--- config.mk ---
export PLATFORM = sky130hd
export DESIGN_NAME = sfcf_flags
export DESIGN_NICKNAME = d
export VERILOG_FILES = /design/src/core/sfcf_pkg.sv /design/src/core/sfcf_flags.sv
export VERILOG_INCLUDE_DIRS = /design/src /design/src/core
export SDC_FILE = /design/constraint.sdc
export NUM_CORES = 1
export LEC_CHECK = 0
export BUFFER_PORTS_ARGS = -buffer_cell sky130_fd_sc_hd__buf_4
export CAP_MARGIN = 0
export CORE_MARGIN = 2
export CORE_UTILIZATION = 50
export DETAILED_ROUTE_END_ITERATION = 10
export PLACE_DENSITY = 0.83
export SYNTH_ARGS = -nofsm -noshare
export SYNTH_HDL_FRONTEND = slang
export SYNTH_SLANG_ARGS = --single-unit
--- constraint.sdc ---
create_clock -name pclk -period 1.1 [get_ports pclk]
set_input_delay 0 -clock pclk [delete_from_list [all_inputs] [get_ports pclk]]
set_output_delay 0 -clock pclk [all_outputs]
set_load 0.05 [all_outputs]
--- src/core/sfcf_defs.svh ---
`ifndef SFCF_DEFS_SVH
`define SFCF_DEFS_SVH

// ==========================================================
// sizes
`define SFCF_NSUP        16
`define SFCF_NCLK        3
`define SFCF_NEV         19
`define SFCF_AW          8
`define SFCF_PAD         16'h0000

// ==========================================================
// register indices and byte addresses (index times four)
`define SFCF_SUP_IDX     8'h03
`define SFCF_CLK_IDX     8'h04
`define SFCF_IRQ_IDX     8'h08
`define SFCF_MSK_IDX     8'h09
`define SFCF_SUP_ADDR    (`SFCF_SUP_IDX << 2)
`define SFCF_CLK_ADDR    (`SFCF_CLK_IDX << 2)
`define SFCF_IRQ_ADDR    (`SFCF_IRQ_IDX << 2)
`define SFCF_MSK_ADDR    (`SFCF_MSK_IDX << 2)

// ==========================================================
// reset values and fixed patterns
`define SFCF_SUP_RST     16'hffff
`define SFCF_CLK_RST     16'hfc07
`define SFCF_CLK_RSVD    16'hfc00
`define SFCF_CLK_FRST    3'h7
`define SFCF_EV_NONE     19'h00000
`define SFCF_SYNC_IDLE   19'h7ffff

// ==========================================================
// supply flag bit positions
`define SFCF_A_OV        15
`define SFCF_A_UV        14
`define SFCF_IO_OV       13
`define SFCF_IO_UV       12
`define SFCF_C_OV        11
`define SFCF_C_UV        10
`define SFCF_A_OSC       9
`define SFCF_IO_OSC      8
`define SFCF_C_OSC       7
`define SFCF_A_HOT       6
`define SFCF_IO_HOT      5
`define SFCF_A_LIM       4
`define SFCF_IO_LIM      3
`define SFCF_GA_OPEN     2
`define SFCF_GB_OPEN     1
`define SFCF_GD_OPEN     0

// ==========================================================
// clock flag bit positions
`define SFCF_MCK_FREQ    2
`define SFCF_DOSC_WD     1
`define SFCF_MCK_WD      0

`endif

--- src/core/sfcf_pkg.sv ---
`include "sfcf_defs.svh"

package sfcf_pkg;

    // ==========================================================
    // whole state of the flag bank
    typedef struct packed {
        logic [`SFCF_NEV-1:0]  sync1;
        logic [`SFCF_NEV-1:0]  sync2;
        logic [`SFCF_NEV-1:0]  sync3;
        logic [`SFCF_NSUP-1:0] supply;
        logic [`SFCF_NCLK-1:0] clock;
        logic [`SFCF_NEV-1:0]  irq_status;
        logic [`SFCF_NEV-1:0]  irq_mask;
        logic [31:0]           rdata;
    } sfcf_state_s;

endpackage : sfcf_pkg

--- src/core/sfcf_flags.sv ---
`timescale 1ns/1ps
`include "sfcf_defs.svh"


module sfcf_flags
    import sfcf_pkg::*;
(
    // apb clock and reset
    input  wire logic                  pclk,
    input  wire logic                  presetn,
    // apb slave
    input  wire logic                  psel,
    input  wire logic                  penable,
    input  wire logic                  pwrite,
    input  wire logic [`SFCF_AW-1:0]   paddr,
    input  wire logic [31:0]           pwdata,
    input  wire logic [3:0]            pstrb,
    output logic      [31:0]           prdata,
    output logic                       pready,
    output logic                       pslverr,
    // supply monitor detectors, low while the fault stands
    input  wire logic                  analog_supply_overvoltage_n,
    input  wire logic                  analog_supply_undervoltage_n,
    input  wire logic                  io_supply_overvoltage_n,
    input  wire logic                  io_supply_undervoltage_n,
    input  wire logic                  core_supply_overvoltage_n,
    input  wire logic                  core_supply_undervoltage_n,
    input  wire logic                  analog_supply_oscillation_n,
    input  wire logic                  io_supply_oscillation_n,
    input  wire logic                  core_supply_oscillation_n,
    input  wire logic                  analog_regulator_hot_n,
    input  wire logic                  io_regulator_hot_n,
    input  wire logic                  analog_regulator_limit_n,
    input  wire logic                  io_regulator_limit_n,
    input  wire logic                  ground_a_open_n,
    input  wire logic                  ground_b_open_n,
    input  wire logic                  digital_ground_open_n,
    // clock monitor detectors, low while the fault stands
    input  wire logic                  main_clock_freq_fault_n,
    input  wire logic                  diag_oscillator_watchdog_n,
    input  wire logic                  main_clock_watchdog_n,
    // interrupt
    output logic                       irq
);

    // ==========================================================
    // detector inputs gathered in register bit order
    logic [`SFCF_NSUP-1:0] sup_raw;
    logic [`SFCF_NCLK-1:0] clk_raw;
    logic [`SFCF_NEV-1:0]  ev_raw;

    assign sup_raw[`SFCF_A_OV]    = analog_supply_overvoltage_n;
    assign sup_raw[`SFCF_A_UV]    = analog_supply_undervoltage_n;
    assign sup_raw[`SFCF_IO_OV]   = io_supply_overvoltage_n;
    assign sup_raw[`SFCF_IO_UV]   = io_supply_undervoltage_n;
    assign sup_raw[`SFCF_C_OV]    = core_supply_overvoltage_n;
    assign sup_raw[`SFCF_C_UV]    = core_supply_undervoltage_n;
    assign sup_raw[`SFCF_A_OSC]   = analog_supply_oscillation_n;
    assign sup_raw[`SFCF_IO_OSC]  = io_supply_oscillation_n;
    assign sup_raw[`SFCF_C_OSC]   = core_supply_oscillation_n;
    assign sup_raw[`SFCF_A_HOT]   = analog_regulator_hot_n;
    assign sup_raw[`SFCF_IO_HOT]  = io_regulator_hot_n;
    assign sup_raw[`SFCF_A_LIM]   = analog_regulator_limit_n;
    assign sup_raw[`SFCF_IO_LIM]  = io_regulator_limit_n;
    assign sup_raw[`SFCF_GA_OPEN] = ground_a_open_n;
    assign sup_raw[`SFCF_GB_OPEN] = ground_b_open_n;
    assign sup_raw[`SFCF_GD_OPEN] = digital_ground_open_n;

    assign clk_raw[`SFCF_MCK_FREQ] = main_clock_freq_fault_n;
    assign clk_raw[`SFCF_DOSC_WD]  = diag_oscillator_watchdog_n;
    assign clk_raw[`SFCF_MCK_WD]   = main_clock_watchdog_n;

    // irq status and mask share this layout: clock flags on top
    assign ev_raw = {clk_raw, sup_raw};

    // ==========================================================
    // state
    sfcf_state_s state_reg;
    sfcf_state_s state_next;

    // ==========================================================
    // fault detection after three-stage synchroniser
    // detectors are analog and asynchronous; a fault counts only once
    // stages two and three agree, so a single metastable sample is ignored
    logic [`SFCF_NEV-1:0] fault_det;

    genvar gi;
    generate
        for (gi = 0; gi < `SFCF_NEV; gi = gi + 1) begin : g_det
            assign fault_det[gi] = ~state_reg.sync2[gi] & ~state_reg.sync3[gi];
        end
    endgenerate

    logic [`SFCF_NSUP-1:0] sup_det;
    logic [`SFCF_NCLK-1:0] clk_det;

    assign sup_det = fault_det[`SFCF_NSUP-1:0];
    assign clk_det = fault_det[`SFCF_NEV-1:`SFCF_NSUP];

    // ==========================================================
    // apb decode
    logic setup_ph;
    logic access_ph;
    logic hit_sup;
    logic hit_clk;
    logic hit_irq;
    logic hit_msk;
    logic hit_any;
    logic wr_en;

    assign setup_ph  = psel & ~penable;
    assign access_ph = psel & penable;
    assign hit_sup   = (paddr == `SFCF_SUP_ADDR);
    assign hit_clk   = (paddr == `SFCF_CLK_ADDR);
    assign hit_irq   = (paddr == `SFCF_IRQ_ADDR);
    assign hit_msk   = (paddr == `SFCF_MSK_ADDR);
    assign hit_any   = hit_sup | hit_clk | hit_irq | hit_msk;
    assign wr_en     = access_ph & pwrite & hit_any;

    // zero wait states; read data is loaded during the setup cycle
    assign pready  = 1'b1;
    assign pslverr = access_ph & ~hit_any;
    assign prdata  = state_reg.rdata;

    // write data limited to the enabled byte lanes
    logic [31:0] wr_bits;

    generate
        for (gi = 0; gi < 4; gi = gi + 1) begin : g_lane
            assign wr_bits[gi*8 +: 8] = pwdata[gi*8 +: 8] & {8{pstrb[gi]}};
        end
    endgenerate

    // one-hot style write-one masks per register
    logic [`SFCF_NSUP-1:0] sup_w1;
    logic [`SFCF_NCLK-1:0] clk_w1;
    logic [`SFCF_NEV-1:0]  irq_w1;

    assign sup_w1 = (wr_en & hit_sup) ? wr_bits[`SFCF_NSUP-1:0] : `SFCF_PAD;
    assign clk_w1 = (wr_en & hit_clk) ? wr_bits[`SFCF_NCLK-1:0] : {`SFCF_NCLK{1'b0}};
    assign irq_w1 = (wr_en & hit_irq) ? wr_bits[`SFCF_NEV-1:0] : `SFCF_EV_NONE;

    // ==========================================================
    // read mux
    logic [31:0] rd_val;

    always_comb begin
        rd_val = 32'h0000_0000;
        if (hit_sup) begin
            rd_val = {`SFCF_PAD, state_reg.supply};
        end else if (hit_clk) begin
            // reserved bits come out as the fixed pattern
            rd_val = {`SFCF_PAD, `SFCF_CLK_RSVD | {13'h0000, state_reg.clock}};
        end else if (hit_irq) begin
            rd_val = {13'h0000, state_reg.irq_status};
        end else if (hit_msk) begin
            rd_val = {13'h0000, state_reg.irq_mask};
        end
    end

    // ==========================================================
    // next state
    always_comb begin
        state_next = state_reg;

        state_next.sync1 = ev_raw;
        state_next.sync2 = state_reg.sync1;
        state_next.sync3 = state_reg.sync2;

        // write 1 restores no-fault, write 0 is ignored
        state_next.supply = state_reg.supply | sup_w1;
        state_next.clock  = state_reg.clock | clk_w1;

        // detection applied after the write so a standing fault wins
        state_next.supply = state_next.supply & ~sup_det;
        state_next.clock  = state_next.clock & ~clk_det;

        // irq status: write one to clear, a detection in the same cycle wins
        state_next.irq_status = (state_reg.irq_status & ~irq_w1) | fault_det;

        if (wr_en & hit_msk) begin
            state_next.irq_mask = wr_bits[`SFCF_NEV-1:0];
        end

        if (setup_ph & ~pwrite) begin
            state_next.rdata = rd_val;
        end
    end

    // ==========================================================
    // registers
    always_ff @(posedge pclk or negedge presetn) begin
        if (!presetn) begin
            state_reg.sync1      <= `SFCF_SYNC_IDLE;
            state_reg.sync2      <= `SFCF_SYNC_IDLE;
            state_reg.sync3      <= `SFCF_SYNC_IDLE;
            state_reg.supply     <= `SFCF_SUP_RST;
            state_reg.clock      <= `SFCF_CLK_FRST;
            state_reg.irq_status <= `SFCF_EV_NONE;
            state_reg.irq_mask   <= `SFCF_EV_NONE;
            state_reg.rdata      <= 32'h0000_0000;
        end else begin
            state_reg <= state_next;
        end
    end

    // ==========================================================
    // interrupt: level, high while any unmasked status bit stands
    assign irq = |(state_reg.irq_status & state_reg.irq_mask);

endmodule : sfcf_flags

# Word-level counts from Yosys, hierarchy flattened
# Index checks and enable logic that the tools add are counted.
classes:
  n_bitwise: 86
  n_eq_ne: 4
  n_reduce_logical: 1
  muxes: 7
ops:
  columns: ["cell", "count"]
  rows:
  - ["19-bit 2-to-1 mux", 4]
  - ["1-bit NOT", 41]
  - ["19-bit bitwise AND", 2]
  - ["32-bit 2-to-1 mux", 1]
  - ["1-bit bitwise AND", 29]
  - ["19-bit NOT", 1]
  - ["19-bit bitwise OR", 1]
  - ["19-bit OR reduction", 1]
  - ["16-bit bitwise AND", 1]
  - ["8-bit bitwise AND", 2]
  - ["8-bit by 6-bit == test with 1-bit output (second input constant)", 2]
  - ["16-bit 2-to-1 mux", 1]
  - ["16-bit NOT", 1]
  - ["16-bit bitwise OR", 1]
  - ["8-bit by 4-bit == test with 1-bit output (second input constant)", 1]
  - ["8-bit by 5-bit == test with 1-bit output (second input constant)", 1]
  - ["3-bit bitwise AND", 2]
  - ["3-bit 2-to-1 mux", 1]
  - ["3-bit NOT", 1]
  - ["1-bit bitwise OR", 3]
  - ["3-bit bitwise OR", 1]
totals:
  ff_bits: 146
  elab_cells: 106
  output_inout_bits: 35

# Logic depth before layout (Yosys ltp)
logic_depth:
  ltp_word: 10
  ltp_mapped: 7

# Worst setup path before layout
# No wires, ideal clock.
synth_timing:
  path_kind: "input-to-output"
  from: "input paddr[3]"
  to: "output pslverr"
  path_buffers: 2
  stages: 6
  arrival_ps: 1444
  path_slack_ps: -344
  cell_sequence: "clkbuf_1 > nor2b_1 > nand3_1 > clkbuf_1 > nand3_1 > nor2_1"
synth_via:
  elab_chain_len: 6
synth_lines:
  columns: ["item", "line_no", "source"]
  rows:
  - ["from (decl)", "sfcf_flags.sv:15", "input wire logic [`SFCF_AW-1:0] paddr,"]
  - ["8-bit by 4-bit == test with 1-bit output (no source line) / 8-bit by 5-bit == test with 1-bit output (equally long branches)", null, null]
  - ["1-bit bitwise OR (2 in series)", "sfcf_flags.sv:117", "assign hit_any = hit_sup | hit_clk | hit_irq | hit_msk;"]
  - ["1-bit bitwise OR *", "sfcf_flags.sv:117", null]
  - ["1-bit NOT *", "sfcf_flags.sv:122", "assign pslverr = access_ph & ~hit_any;"]
  - ["1-bit bitwise AND *", "sfcf_flags.sv:122", null]
  - ["to (decl)", "sfcf_flags.sv:20", "output logic pslverr,"]
# Mark *: on every way between the ends. The rest lies on a longest branch, timed or not.

# Final worst setup path
layout_timing:
  from: "register state_reg[35] (netlist bit)"
  to: "output irq"
layout_via:
  elab_chain_len: 2
layout_lines:
  columns: ["item", "line_no", "source"]
  rows:
  - ["from (decl)", "sfcf_flags.sv:78", "sfcf_state_s state_reg;"]
  - ["from (signal assigned)", "sfcf_flags.sv:203", "state_reg <= state_next;"]
  - ["19-bit bitwise AND", "sfcf_flags.sv:209", "assign irq = |(state_reg.irq_status & state_reg.irq_mask);"]
  - ["19-bit OR reduction", "sfcf_flags.sv:209", null]
  - ["to (decl)", "sfcf_flags.sv:43", "output logic irq"]
# Every way passes these cells.

==> run metrics <==
CTS Root Cell clkbuf_8; peak supply drop 1.040 mV; Netlist cell types 40; Initial Util 51.80%; H-tree levels 4; Pleak 3.460 nW; Die X-Extent 107.9 µm; Die H 107.9 µm; Worst-path clk slew 0.06 ns; Internal 9.049 mW; Sink Count 133; Crit. End Element primary output; Post-Syn Area per Cell 11.08 µm²; flops & latches, synth 133; TNS Setup -1.825 ns; drt pass-1 iters 7; final-stage net count 735; share of cells above drive strength 1 47.50%; WHS -0.02979 ns; final core occ 77.48%; Setup WS post-layout -0.8683 ns; post-synthesis sequential area ratio 63.45%; worst skew pair latency 0.53 ns; Syn Inst Count 487; Max-Cap Viols 0; CTS tree done; final setup vio count 13; share of power burned in combinational logic 9.2%; total I/O pin count 103; Routed WL per cell 21.51 µm; number of synthesized flops with an enable pin 0; row count 37; Cell Count, Final, Fillers Out 816; n_diodes 0; placed insts 713; GRT Util Overall 30.10%; Inserted Clock Buffers 17; top cell type's share of synthesized area 37.01%; largest net degree at the start of global routing 39; Primary FF master, synth dfstp_2; max FFs per register 76; Yosys top cell by area dfstp_2; Iter 0 DRT Violations 632; sw frac 24.02%; detailed placement HPWL 9.300 mm; Total Die Area 0.01164 mm²; DRC viols 0; Area Overhead vs Synth 49.58%; Final min period 1.968 ns; via/cell ratio 5.918; setup slack, reg-to-reg -0.30 ns; fmax 508.1 MHz; Tcrit/Tclk final 178.9%; Startpoint Class register; pre-CTS WS -0.2995 ns; Final GP Congestion 0.9833; Vias 4829; fillcell total 571; Hold Path Cell Cnt 4; core region area 0.01042 mm²; post-synthesis cell area 0.005395 mm²; Final Hold Violating Endpoints 3; Syn. warnings 0; initial antenna violation count 0; Critical Path Fanout Max 2; crit path DAT 1.97 ns; HP Class in2reg; vias in the first global route 4711; critical path type reg2out; power per cell area 1476 mW/mm²; post-route ant nets 0; r2r worst-path depth 4; part of the power in registers 43.5%; commonest non-fill, non-tap cell in the layout buf_4; CP required 1.10 ns; Max Slew Vio Count 0; Clock Path Buffers 2; total routed wirelength 17.55 mm; switching pwr 2.861 mW; post-synthesis async set-or-reset flop share 100.0%; post-route clock skew 0.008215 ns; status finished with violations; unrepaired setup endpoints after global routing true; Area contributors post-synth dfstp_2 37%, dfrtp_1 26%, o21ai_0 7.3%; first-pass GRT wire length 25.85 mm; failing checks hold timing, setup timing; grt total ovfl 0; commonest non-fill, non-tap cells in the layout 112 x buf_4, 76 x dfstp_2, 59 x nand2_1, 56 x dfrtp_1, 48 x dlygate4sd3_1; Clk pwr share 47.3%; IO Port Bufs 74
-- area by class of cell --
cell class              count  area (µm²)  area share [%]
repair buffers            206        1899           23.53
clock inverters             9       90.09           1.116
well taps                 136       170.2           2.109
flip-flops and latches    133        3425           42.43
multi-input cells         301        1947           24.12
clock buffers              23       509.2           6.310
inverters                   8       30.03          0.3721
-- final timing paths --
check	start	endpoint
max	state_reg[35]$_DFFE_PN0P_	irq
min	penable	prdata[1]$_DFFE_PN0P_
max reg2reg	state_reg[72]$_DFF_PN1_	prdata[2]$_DFFE_PN0P_
min reg2reg	state_next[109]$_DFF_PN1_	state_next[90]$_DFF_PN1_
max in group asynchronous	presetn	state_reg[60]$_DFF_PN0_
min in group asynchronous	presetn	state_reg[78]$_DFF_PN1_
-- layer usage --
metal / global-route usage (%) / vias to the layer above / routed length (µm)
li1: - / 2022 / -
met1: 36.64 / 2339 / 6363
met2: 49.91 / 378 / 8689
met3: 7.324 / 90 / 1646
met4: 15.20 / 0 / 851
met5: 0 / - / 0
-- worst max-delay path, stage by stage (launching register included) --
cell	delay [ns]
dfrtp_1	0.39
a22o_1	0.24
a221oi_2	0.25
nand3_1	0.14
or2_4	0.27
buf_8	0.15
-- per-stage QoR --
step	total power, mW	cell area [µm²]
6_report	11.91	8070
3_5_place_dp	6.030	6371
3_3_place_gp	6.003	6371
5_1_grt	12.21	8070
2_1_floorplan	5.646	5500
4_1_cts	11.75	7744
-- power by group through the flow --
stage / Combinational [mW] / Sequential, mW / Clock (mW)
after floorplan: 0.421 / 5.23 / 0
after global placement: 0.764 / 5.24 / 0
after detailed placement: 0.782 / 5.25 / 0
after CTS: 0.981 / 5.17 / 5.60
after global routing: 1.16 / 5.19 / 5.86
final: 1.10 / 5.18 / 5.63
-- synthesized netlist by cell type, drive strengths merged (2+ instances only) --
library cell	n
a21oi	10
a221oi	2
a22o	2
a22oi	4
a2bb2oi	7
a31oi	15
a32oi	2
and3	2
buf	37
clkbuf	20
conb	2
dfrtp	57
dfstp	76
inv	8
mux2i	10
nand2	64
nand2b	2
nand3	7
nand3b	5
nand4	3
nor2	35
nor2b	2
o21ai	83
o22a	6
o31ai	13
or2	4
-- cells by family (layout without fill, tap and decap cells) --
family                 after synthesis  count (layout)  synth area share [%]
other                                2              14                0.1392
flip-flops                         133             133                 63.45
multiplexers                        10              10                 1.855
AND/OR/NAND/NOR                    132             132                 11.53
buffers and inverters               65             246                 7.027
AO/OA/AOI/OAI                      145             145                 16.00
-- timing repair --
item,in CTS,in global routing
setup buffers,9,24
pin swaps,15,27
hold buffers,49,1
endpoints found under the setup margin,31,43
cloned,0,0
resized for setup,62,60
endpoints found under the hold margin,212,7
(Power assumes the default switching activity.)
